### src/logic/status_irq_regs.vh
// Timing counts, source indices and mode codes for the status, interrupt and startup block.
`ifndef STATUS_IRQ_REGS_VH
`define STATUS_IRQ_REGS_VH
`define SRC_CLK0 0
`define SRC_CLK1 1
`define SRC_JPLL 2
`define SRC_SPLL 3
`define SRC_HOLD 4
`define SRC_REF 5
`define NUM_SRC 6
`define CLK_PERIOD_NS 8
`define INIT_TIME_NS 256
`define INIT_CYCLES ((`INIT_TIME_NS + `CLK_PERIOD_NS - 1) / `CLK_PERIOD_NS)
`define PLL_LOCK_RESTART_TIME_NS 64
`define PLL_LOCK_RESTART_CYCLES ((`PLL_LOCK_RESTART_TIME_NS + `CLK_PERIOD_NS - 1) / `CLK_PERIOD_NS)
`define MODE_MANUAL 2'h0
`define MODE_AUTO 2'h1
`define MODE_AUTO_HOLD 2'h2
`define MODE_SHORT_HOLD 2'h3
`endif

### src/logic/sticky_bit.v
// One latched status bit with write-one clear and interrupt gating.
`timescale 1ns/100ps
`default_nettype none
module sticky_bit (
    // Clock and reset.
    input wire ref_clk,
    input wire rst,
    // Condition and software access.
    input wire fault,
    input wire clear_pulse,
    input wire irq_enable,
    // Results.
    output wire sticky_fault,
    output wire irq_request
);
    reg latch_reg;
    always @(posedge ref_clk or posedge rst) begin
        if (rst) begin
            latch_reg <= 1'b0;
        end else if (fault) begin
            // A persisting fault wins over a clear in the same cycle.
            latch_reg <= 1'b1;
        end else if (clear_pulse) begin
            latch_reg <= 1'b0;
        end
    end
    assign sticky_fault = latch_reg;
    assign irq_request = latch_reg & irq_enable;
endmodule // sticky_bit
`default_nettype wire

### src/logic/status_irq_ctrl.v
// Status bits, latched faults, interrupt pin, lock pin and startup control.
`timescale 1ns/100ps
`default_nettype none
`include "status_irq_regs.vh"
////////////////////////////////////////////////////////////////////////////////
// Behaviour
// - Live status bits are read-only and follow their condition directly.
// - Latched bits set on fault and stay until software writes one.
// - Clear takes effect only once the condition is gone; else set again.
// - Each latched bit has an enable; zero masks it from interrupt.
// - Interrupt stays asserted until all enabled latched sources cleared.
// - Both PLL lock bits read one locked, zero on loss of lock.
// - Selection bit reads zero for input 0, one for input 1.
// - Manual and short holdover: reference bit zero when selected input lost.
// - Automatic: reference bit zero while lost or selecting; one once chosen.
// - Automatic with holdover: reference bit zero while lost and in holdover.
// - Lock pin one only when both PLLs locked.
// - Reset returns all bits to defaults; clock outputs disabled.
// - VCXO voltage forced to mid-supply until software clears force bit.
// - Divider init bit starts divider sync, then clears itself.
// - Bank clock outputs held low during divider initialisation, from one cycle after it starts to one cycle after it ends.
// - Pll_lock_restart and calibration bits clear themselves after being set.
module status_irq_ctrl (
    // Clock and reset.
    input wire ref_clk,
    input wire rst,
    // Raw conditions from monitors, asynchronous to ref_clk.
    input wire input0_active_in,
    input wire input1_active_in,
    input wire jitter_pll_locked_in,
    input wire synth_pll_locked_in,
    input wire holdover_active_in,
    input wire selected_input_in,
    input wire selection_busy_in,
    input wire vco_cal_complete_in,
    // Configuration.
    input wire [1:0] switch_mode,
    input wire input0_irq_mask_on,
    input wire input1_irq_mask_on,
    input wire jitter_pll_irq_on,
    input wire synth_pll_irq_on,
    input wire holdover_irq_on,
    input wire reference_irq_on,
    input wire [5:0] sticky_clear,
    input wire vcxo_hold_clear,
    input wire init_request,
    input wire pll_lock_restart_request,
    input wire calibrate_request,
    input wire [11:0] outputs_enable,
    input wire [11:0] bank_clocks_raw,
    // Live status.
    output reg input0_live_state,
    output reg input1_live_state,
    output reg jitter_pll_lock_live_n,
    output reg synth_pll_lock_live_n,
    output reg holdover_live_n,
    output reg active_input_indicator,
    output reg reference_valid_live,
    output reg vco_calibration_done,
    // Latched status.
    output wire input0_sticky_state,
    output wire input1_sticky_state,
    output wire jitter_pll_lock_sticky_n,
    output wire synth_pll_lock_sticky_n,
    output wire holdover_sticky_n,
    output wire reference_valid_sticky,
    // Pins and control.
    output wire irq_out_n,
    output reg lock_out,
    output reg vcxo_voltage_hold,
    output reg vcxo_control_pin,
    output reg divider_init_busy,
    output reg divider_sync_pulse,
    output reg pll_lock_restart,
    output reg vco_band_calibrate,
    output reg [11:0] bank_clock_outputs
);
    ////////////////////////////////////////////////////////////////////////////
    // Input synchronisers; first stage is read only by the second stage.
    reg [7:0] sync1_reg;
    reg [7:0] sync2_reg;
    wire [7:0] raw_in = {vco_cal_complete_in, selection_busy_in, selected_input_in, holdover_active_in,
                         synth_pll_locked_in, jitter_pll_locked_in, input1_active_in, input0_active_in};
    always @(posedge ref_clk or posedge rst) begin
        if (rst) begin
            sync1_reg <= 8'h00;
            sync2_reg <= 8'h00;
        end else begin
            sync1_reg <= raw_in;
            sync2_reg <= sync1_reg;
        end
    end
    wire in0_ok = sync2_reg[0];
    wire in1_ok = sync2_reg[1];
    wire jpll_ok = sync2_reg[2];
    wire spll_ok = sync2_reg[3];
    wire hold_on = sync2_reg[4];
    wire sel_in = sync2_reg[5];
    wire sel_busy = sync2_reg[6];
    wire cal_done = sync2_reg[7];
    ////////////////////////////////////////////////////////////////////////////
    // Reference validity by switching mode.
    reg ref_valid;
    wire sel_lost = sel_in ? ~in1_ok : ~in0_ok;
    always @* begin
        case (switch_mode)
            `MODE_MANUAL: ref_valid = ~sel_lost;
            `MODE_SHORT_HOLD: ref_valid = ~sel_lost;
            `MODE_AUTO: ref_valid = ~sel_lost & ~sel_busy;
            `MODE_AUTO_HOLD: ref_valid = ~(sel_lost & hold_on);
            default: ref_valid = ~sel_lost;
        endcase
    end
    ////////////////////////////////////////////////////////////////////////////
    // Live status registers.
    always @(posedge ref_clk or posedge rst) begin
        if (rst) begin
            input0_live_state <= 1'b0;
            input1_live_state <= 1'b0;
            jitter_pll_lock_live_n <= 1'b0;
            synth_pll_lock_live_n <= 1'b0;
            holdover_live_n <= 1'b1;
            active_input_indicator <= 1'b0;
            reference_valid_live <= 1'b0;
            vco_calibration_done <= 1'b0;
            lock_out <= 1'b0;
        end else begin
            input0_live_state <= in0_ok;
            input1_live_state <= in1_ok;
            jitter_pll_lock_live_n <= jpll_ok;
            synth_pll_lock_live_n <= spll_ok;
            holdover_live_n <= ~hold_on;
            active_input_indicator <= sel_in;
            reference_valid_live <= ref_valid;
            vco_calibration_done <= cal_done;
            lock_out <= jpll_ok & spll_ok;
        end
    end
    ////////////////////////////////////////////////////////////////////////////
    // Latched faults; a sticky bit holds the fault, the port shows it inverted.
    wire [5:0] fault_vec;
    wire [5:0] enable_vec;
    wire [5:0] sticky_vec;
    wire [5:0] irq_vec;
    assign fault_vec[`SRC_CLK0] = ~input0_live_state;
    assign fault_vec[`SRC_CLK1] = ~input1_live_state;
    assign fault_vec[`SRC_JPLL] = ~jitter_pll_lock_live_n;
    assign fault_vec[`SRC_SPLL] = ~synth_pll_lock_live_n;
    assign fault_vec[`SRC_HOLD] = ~holdover_live_n;
    assign fault_vec[`SRC_REF] = ~reference_valid_live;
    assign enable_vec = {reference_irq_on, holdover_irq_on, synth_pll_irq_on,
                         jitter_pll_irq_on, input1_irq_mask_on, input0_irq_mask_on};
    genvar gi;
    generate
        for (gi = 0; gi < `NUM_SRC; gi = gi + 1) begin : g_sticky
            sticky_bit u_bit (
                .ref_clk(ref_clk),
                .rst(rst),
                .fault(fault_vec[gi]),
                .clear_pulse(sticky_clear[gi]),
                .irq_enable(enable_vec[gi]),
                .sticky_fault(sticky_vec[gi]),
                .irq_request(irq_vec[gi])
            );
        end
    endgenerate
    assign input0_sticky_state = ~sticky_vec[`SRC_CLK0];
    assign input1_sticky_state = ~sticky_vec[`SRC_CLK1];
    assign jitter_pll_lock_sticky_n = ~sticky_vec[`SRC_JPLL];
    assign synth_pll_lock_sticky_n = ~sticky_vec[`SRC_SPLL];
    assign holdover_sticky_n = ~sticky_vec[`SRC_HOLD];
    assign reference_valid_sticky = ~sticky_vec[`SRC_REF];
    // Pin is released only when no enabled latched source remains.
    assign irq_out_n = ~(|irq_vec);
    ////////////////////////////////////////////////////////////////////////////
    // Startup and resynchronisation control.
    // Counter loads, cut on purpose to the counter width.
    localparam [31:0] INIT_LOAD_FULL = `INIT_CYCLES - 1;
    localparam [31:0] PLL_LOCK_RESTART_LOAD_FULL = `PLL_LOCK_RESTART_CYCLES;
    reg [7:0] init_cnt_reg;
    reg [7:0] pll_lock_restart_cnt_reg;
    always @(posedge ref_clk or posedge rst) begin
        if (rst) begin
            vcxo_voltage_hold <= 1'b1;
            vcxo_control_pin <= 1'b1;
            divider_init_busy <= 1'b0;
            divider_sync_pulse <= 1'b0;
            init_cnt_reg <= 8'h00;
            pll_lock_restart_cnt_reg <= 8'h00;
            pll_lock_restart <= 1'b0;
            vco_band_calibrate <= 1'b0;
            bank_clock_outputs <= 12'h000;
        end else begin
            // Forcing stays until software clears it; it is not re-armed.
            if (vcxo_hold_clear) begin
                vcxo_voltage_hold <= 1'b0;
            end
            vcxo_control_pin <= vcxo_voltage_hold;
            divider_sync_pulse <= 1'b0;
            if (init_request && !divider_init_busy) begin
                divider_init_busy <= 1'b1;
                divider_sync_pulse <= 1'b1;
                init_cnt_reg <= INIT_LOAD_FULL[7:0];
            end else if (divider_init_busy) begin
                if (init_cnt_reg == 8'h00) begin
                    divider_init_busy <= 1'b0;
                end else begin
                    init_cnt_reg <= init_cnt_reg - 8'h01;
                end
            end
            // Pll_lock_restart stays separate from init; a request during init is dropped, not queued.
            if ((pll_lock_restart_request || calibrate_request) && pll_lock_restart_cnt_reg == 8'h00 && !divider_init_busy) begin
                pll_lock_restart <= pll_lock_restart_request;
                vco_band_calibrate <= calibrate_request;
                pll_lock_restart_cnt_reg <= PLL_LOCK_RESTART_LOAD_FULL[7:0];
            end else if (pll_lock_restart_cnt_reg != 8'h00) begin
                pll_lock_restart_cnt_reg <= pll_lock_restart_cnt_reg - 8'h01;
                if (pll_lock_restart_cnt_reg == 8'h01) begin
                    pll_lock_restart <= 1'b0;
                    vco_band_calibrate <= 1'b0;
                end
            end
            if (divider_init_busy) begin
                bank_clock_outputs <= 12'h000;
            end else begin
                bank_clock_outputs <= bank_clocks_raw & outputs_enable;
            end
        end
    end
endmodule // status_irq_ctrl
`default_nettype wire

### config.mk
export PLATFORM = sky130hd
export DESIGN_NAME = status_irq_ctrl
export DESIGN_NICKNAME = d
export VERILOG_FILES = /design/src/logic/sticky_bit.v /design/src/logic/status_irq_ctrl.v
export VERILOG_INCLUDE_DIRS = /design/src /design/src/logic
export SDC_FILE = /design/constraint.sdc
export NUM_CORES = 1
export LEC_CHECK = 0
export BUFFER_PORTS_ARGS = -buffer_cell sky130_fd_sc_hd__buf_2
export CELL_PAD_IN_SITES_DETAIL_PLACEMENT = 0
export CELL_PAD_IN_SITES_GLOBAL_PLACEMENT = 1
export CORE_ASPECT_RATIO = 1.25
export CORE_UTILIZATION = 30
export CTS_BUF_LIST = sky130_fd_sc_hd__clkbuf_4
export DETAILED_ROUTE_END_ITERATION = 8
export PLACE_DENSITY = 0.65
export SLEW_MARGIN = 0
export SYNTH_ARGS = -nofsm -noshare
export SYNTH_HDL_FRONTEND = slang
export SYNTH_SLANG_ARGS = --single-unit
### constraint.sdc
create_clock -name ref_clk -period 2 [get_ports ref_clk]
set_input_delay 0.4 -clock ref_clk [delete_from_list [all_inputs] [get_ports ref_clk]]
set_output_delay 0.4 -clock ref_clk [all_outputs]
set_load 0.03 [all_outputs]
* Word level (Yosys, flattened, before mapping)
Cells that the tools add are included.
Storage, ports and cells: input bits 52, output and inout port bits 34, logic and storage cells 106, bits in registers 65
Cells by class: add/subtract/negate cells 2, reductions and logical operators 16, mux-type cells 28, eq/ne operators 11, bitwise logic cells 23
Operators by type and width (count):
- 8-bit 2-to-1 mux | 5
- 1-bit 2-to-1 mux | 21
- 8-bit zero test | 2
- 8-bit by 1-bit subtractor with 8-bit output, second input constant | 2
- 2-bit inequality test, second input constant | 7
- 1-bit inverter | 13
- 12-bit AND | 1
- 12-bit 2-to-1 mux | 1
- 1-bit AND | 9
- 8-bit by 1-bit equality test with 1-bit output, second input constant | 1
- 8-bit nonzero test | 1
- 2-bit nonzero test | 3
- 6-bit OR reduction | 1
- 2-bit equality test, second input constant | 2
- 2-bit AND reduction | 2
- 1-bit logical AND | 3
- 1-bit one-hot mux with 3 select lines | 1
- 2-bit by 1-bit equality test with 1-bit output, second input constant | 1
- 2-bit zero test | 1
- 2-bit OR reduction | 1
- 1-bit zero test | 1
- 1-bit logical OR | 1

* Depth between registers and ports, before layout
depth after elaboration 5, gate-level depth with buffers 6, mapped depth without buffers 6

* Modules after synthesis
From an unflattened synthesis, not the netlist that was laid out.
Second synthesis, totals: cells, all modules 232, area total of the unflattened synthesis 2632.5 um2
By module, submodules not included:
- status_irq_ctrl | area an instance 2354.8 um2, cells an instance 202, instances 1, sequential area each 1480.2 um2
- sticky_bit | area an instance 46.3 um2, cells an instance 5, instances 6, sequential area each 25.0 um2

* Least setup slack after synthesis
Ideal clock, no wire load.
path type input port to output port, start point input port holdover_irq_on, end point output port irq_out_n, required time 1.600 ns, arrival time 1.395 ns, cell stages on the path 3, buffers on the path 0, setup slack 0.205 ns, path through a22oi_1 -> nand2_1 -> a221oi_1
Between the ends: longest elaborated chain between the ends 3
RTL lines:
- start: declaration | RTL line status_irq_ctrl.v:42 | input wire holdover_irq_on,
- 1-bit AND | RTL line sticky_bit.v:28 | assign irq_request = latch_reg & irq_enable;
- 6-bit OR reduction | RTL line status_irq_ctrl.v:174 | assign irq_out_n = ~(|irq_vec);
- 1-bit inverter | RTL line status_irq_ctrl.v:174
- end: declaration | RTL line status_irq_ctrl.v:68 | output wire irq_out_n,
Every way passes these cells.

* Final worst setup path
start point register g_sticky[4].u_bit.latch_reg, end point output port irq_out_n
Between the ends: longest elaborated chain between the ends 3
RTL lines:
- start: declaration | RTL line sticky_bit.v:16 | reg latch_reg;
- start signal: assignment | RTL line sticky_bit.v:19 | latch_reg <= 1'b0;
- start signal: assignment | RTL line sticky_bit.v:22 | latch_reg <= 1'b1;
- start signal: assignment | RTL line sticky_bit.v:24 | latch_reg <= 1'b0;
- 1-bit AND | RTL line sticky_bit.v:28
- 6-bit OR reduction | RTL line status_irq_ctrl.v:174
- 1-bit inverter | RTL line status_irq_ctrl.v:174
Every way passes these cells.

==> results.yml <==
run_status:
  status: "completed"
critical_path:
  worstReg2RegEnd: "init_cnt_reg[7]$_DFFE_PP0P_"
  worstPathRequired_ps: 1600
  critPathKind: "register to output port"
  critPathSlowestCell: "dfrtp_1"
  critical_path_buf_inv_count: 1
  critical_path.top_delay_family: "flip-flops"
  r2r_setup_slack_ps: 180
  max_stage_delay_ps: 410
  worstPathArrival_ps: 1460
  rr_startpoint: "init_cnt_reg[2]$_DFFE_PP0P_"
  rr_worst_depth: 4
  worst_setup_path_end_kind: "output port"
  crit_fanout: 2
  cp_cell_sequence: "a22oi_2 -> nand2_1 -> a221oi_2 -> buf_4"
  cp-start-kind: "register"
detailed_routing:
  wl_met3_um: 352
  m1WireLength_mm: 1.92
  vias_per_cell: 4.44
  wl_met2_mm: 2.22
  ant_nets: 0
  top_layer: "met4"
  drt_iter0_drc: 92
  drtPass1Iterations: 4
  drt-total-wl_mm: 4.63
  drc: 0
  dr_total_vias: 1760
  avgRoutedWirePerCell_um: 11.7
logic_synthesis:
  yosys_warnings: 0
  synth_top_area_share_pct: 63.8
  synthFlopType: "dfrtp_1"
  synth.avg_cell_area_um2: 12.2
  synth_edf_count: 0
  syn_area_mm2: 0.00243
  yosys-top-cells-area: "dfrtp_1, o21ai_0, ha_1"
  synthCells: 199
  yosysUniqueCellTypes: 39
  ys_async_sr_fraction_pct: 100
  synthesis.nets: 258
  synth_largest_area_cell: "dfrtp_1"
  yosysSeqAreaShare_pct: 67.0
  ys_top_cells_by_count: "dfrtp_1, nand2_1, o21ai_0, inv_1, nor2_1"
  synth-seq-cells: 65
  yosys.cell_count.top_type: "dfrtp_1"
placed_design:
  dp_hpwl_mm: 3.33
  postPlaceCellArea_mm2: 0.00300
  pre_cts_ws_ps: 197
  gp_congestion: 0.764
  io_buffer_count: 85
  dp.cells: 379
finish:
  fin_area_mm2: 0.00323
  fillers: 799
  largest_reg_flops: 12
  finalNonFillerCells: 396
  area_growth_pct: 32.6
  largest_register: "bank_clock_outputs"
  n_antenna_cell: 0
  regArea_mm2: 0.00163
  finish.utilization_pct: 41.2
  multiInputGateArea_um2: 743
  drive_gt1_share_pct: 40.5
  num-nets-final: 355
timing:
  setup-violations-final: 0
  fin_crit_sh_pct: 92.8
  finalCriticalPeriod_ps: 1860
  rsz0062_at_grt: "false"
  hold_viol: 0
  worst_slack_ps: 144
  worstMarginPinSlew_ps: 355
  whs_ps: 48.6
  fin_setup_tns_ps: 0
  fmax_mhz: 539
  clock_skew_ps: 9.26
  max_slew_margin_pct: 76.3
  drv_slew: 0
clock_network:
  cts.clk_slew.worst_paths_ps: 120
  ctsHoldBuffers: 0
  clockBufferDepth: 2
  cts_tree: "built"
  clk_latency_ps: 410
  cts_inserted_buffers: 9
  cts_num_sinks: 65
  cts_htree_levels: 3
  root_buffer: "clkbuf_4"
global_route:
  grt_pass1_vias: 1744
  gr-total-overflow: 0
  grt_antenna_before_repair: 1
  track_usage_pct: 12.4
  grt_pass1_wl_mm: 7.71
  grt_max_degree: 66
power:
  p_leak_nw: 1.65
  ir_drop_v: 0.000496
  powerDensity_mw_per_mm2: 1200
  p_total_mw: 3.87
hold_path:
  min_path_type: "primary input to async pin"
floorplanning:
  die_x_um: 82.5
  rows: 36
  io_pins: 86
  initial_core_util_pct: 31.0
  die_area_mm2: 0.00847
  core_area_mm2: 0.00784
  die_y_um: 103
run:
  cap_violations: 0
final cells by class:
cell class	instances	share of cell area (%)
tap	95	3.69
clock inverter	7	3.96
inverter	17	2.09
timing repair buffer	89	14.6
sequential	65	50.5
clock buffer	9	2.09
multi-input combinational	114	23.0
kinds of logic (layout without fill, tap and decap cells):
group	Yosys count	count (layout)	share of synthesized area, %
simple gates	63	63	13.8
xor+xnor	1	1	0.360
buf+inv	20	122	3.09
flops	65	65	67.0
mux	4	4	1.75
compound gates	39	39	10.4
fa+ha+maj	7	7	3.60
routing by layer:
| layer | global-route usage [%] | vias up |
|---|---|---|
| met3 | 4.78 | 12 |
| met5 | 0 | - |
| li1 | - | 879 |
| met1 | 13.8 | 804 |
| met2 | 20.5 | 65 |
| met4 | 6.76 | 0 |
worst max path at each step:
| stage | start | end | depth (start not counted) |
|---|---|---|---|
| floorplan | holdover_irq_on | irq_out_n | 3 |
| global placement | init_cnt_reg[2]$_DFFE_PP0P_ | init_cnt_reg[7]$_DFFE_PP0P_ | 4 |
| detailed placement | init_cnt_reg[2]$_DFFE_PP0P_ | init_cnt_reg[7]$_DFFE_PP0P_ | 4 |
| CTS | g_sticky[4].u_bit.sticky_fault$_DFFE_PP0P_ | irq_out_n | 4 |
| global route | g_sticky[4].u_bit.sticky_fault$_DFFE_PP0P_ | irq_out_n | 4 |
| finish | g_sticky[4].u_bit.sticky_fault$_DFFE_PP0P_ | irq_out_n | 4 |
placed cells by master (no fill, tap or decap), types with 2 or more instances in the layout:
master / Yosys / layout
a21oi_1: 3 / 3
a22o_1: 4 / 4
a22oi_2: 0 / 2
a31oi_1: 2 / 2
buf_2: 0 / 84
buf_4: 0 / 4
bufinv_16: 0 / 3
clkbuf_4: 0 / 9
clkinv_4: 0 / 3
dfrtp_1: 62 / 62
dfstp_2: 3 / 3
ha_1: 7 / 7
inv_1: 17 / 16
mux2_2: 2 / 2
mux2i_1: 2 / 2
nand2_1: 20 / 20
nand2b_1: 3 / 3
nand3_1: 2 / 2
nor2_1: 16 / 16
nor2b_1: 3 / 3
nor3_1: 3 / 3
nor4_1: 2 / 2
o21ai_0: 18 / 18
o31ai_1: 2 / 2
or3_1: 3 / 3
or4_4: 2 / 2
worst reg2reg max path, cell delays in order (launching register included):
cell and delay [ps]:
dfrtp_1 460, or3_1 440, nor4_1 280, mux2_2 380, a22o_1 170
power breakdown:
group	switching, mW	total [mW]	internal [mW]
Combinational	0.547	0.966	0.419
Clock	0.503	1.15	0.647
Sequential	0.206	1.75	1.55
Total	1.26	3.87	2.61
what timing repair did:
item	CTS	global route
setup endpoints to repair	1	1
resized for setup	2	2
pin swaps	0	1
buffers inserted	0	1
Power figures use the tool's default switching activity.
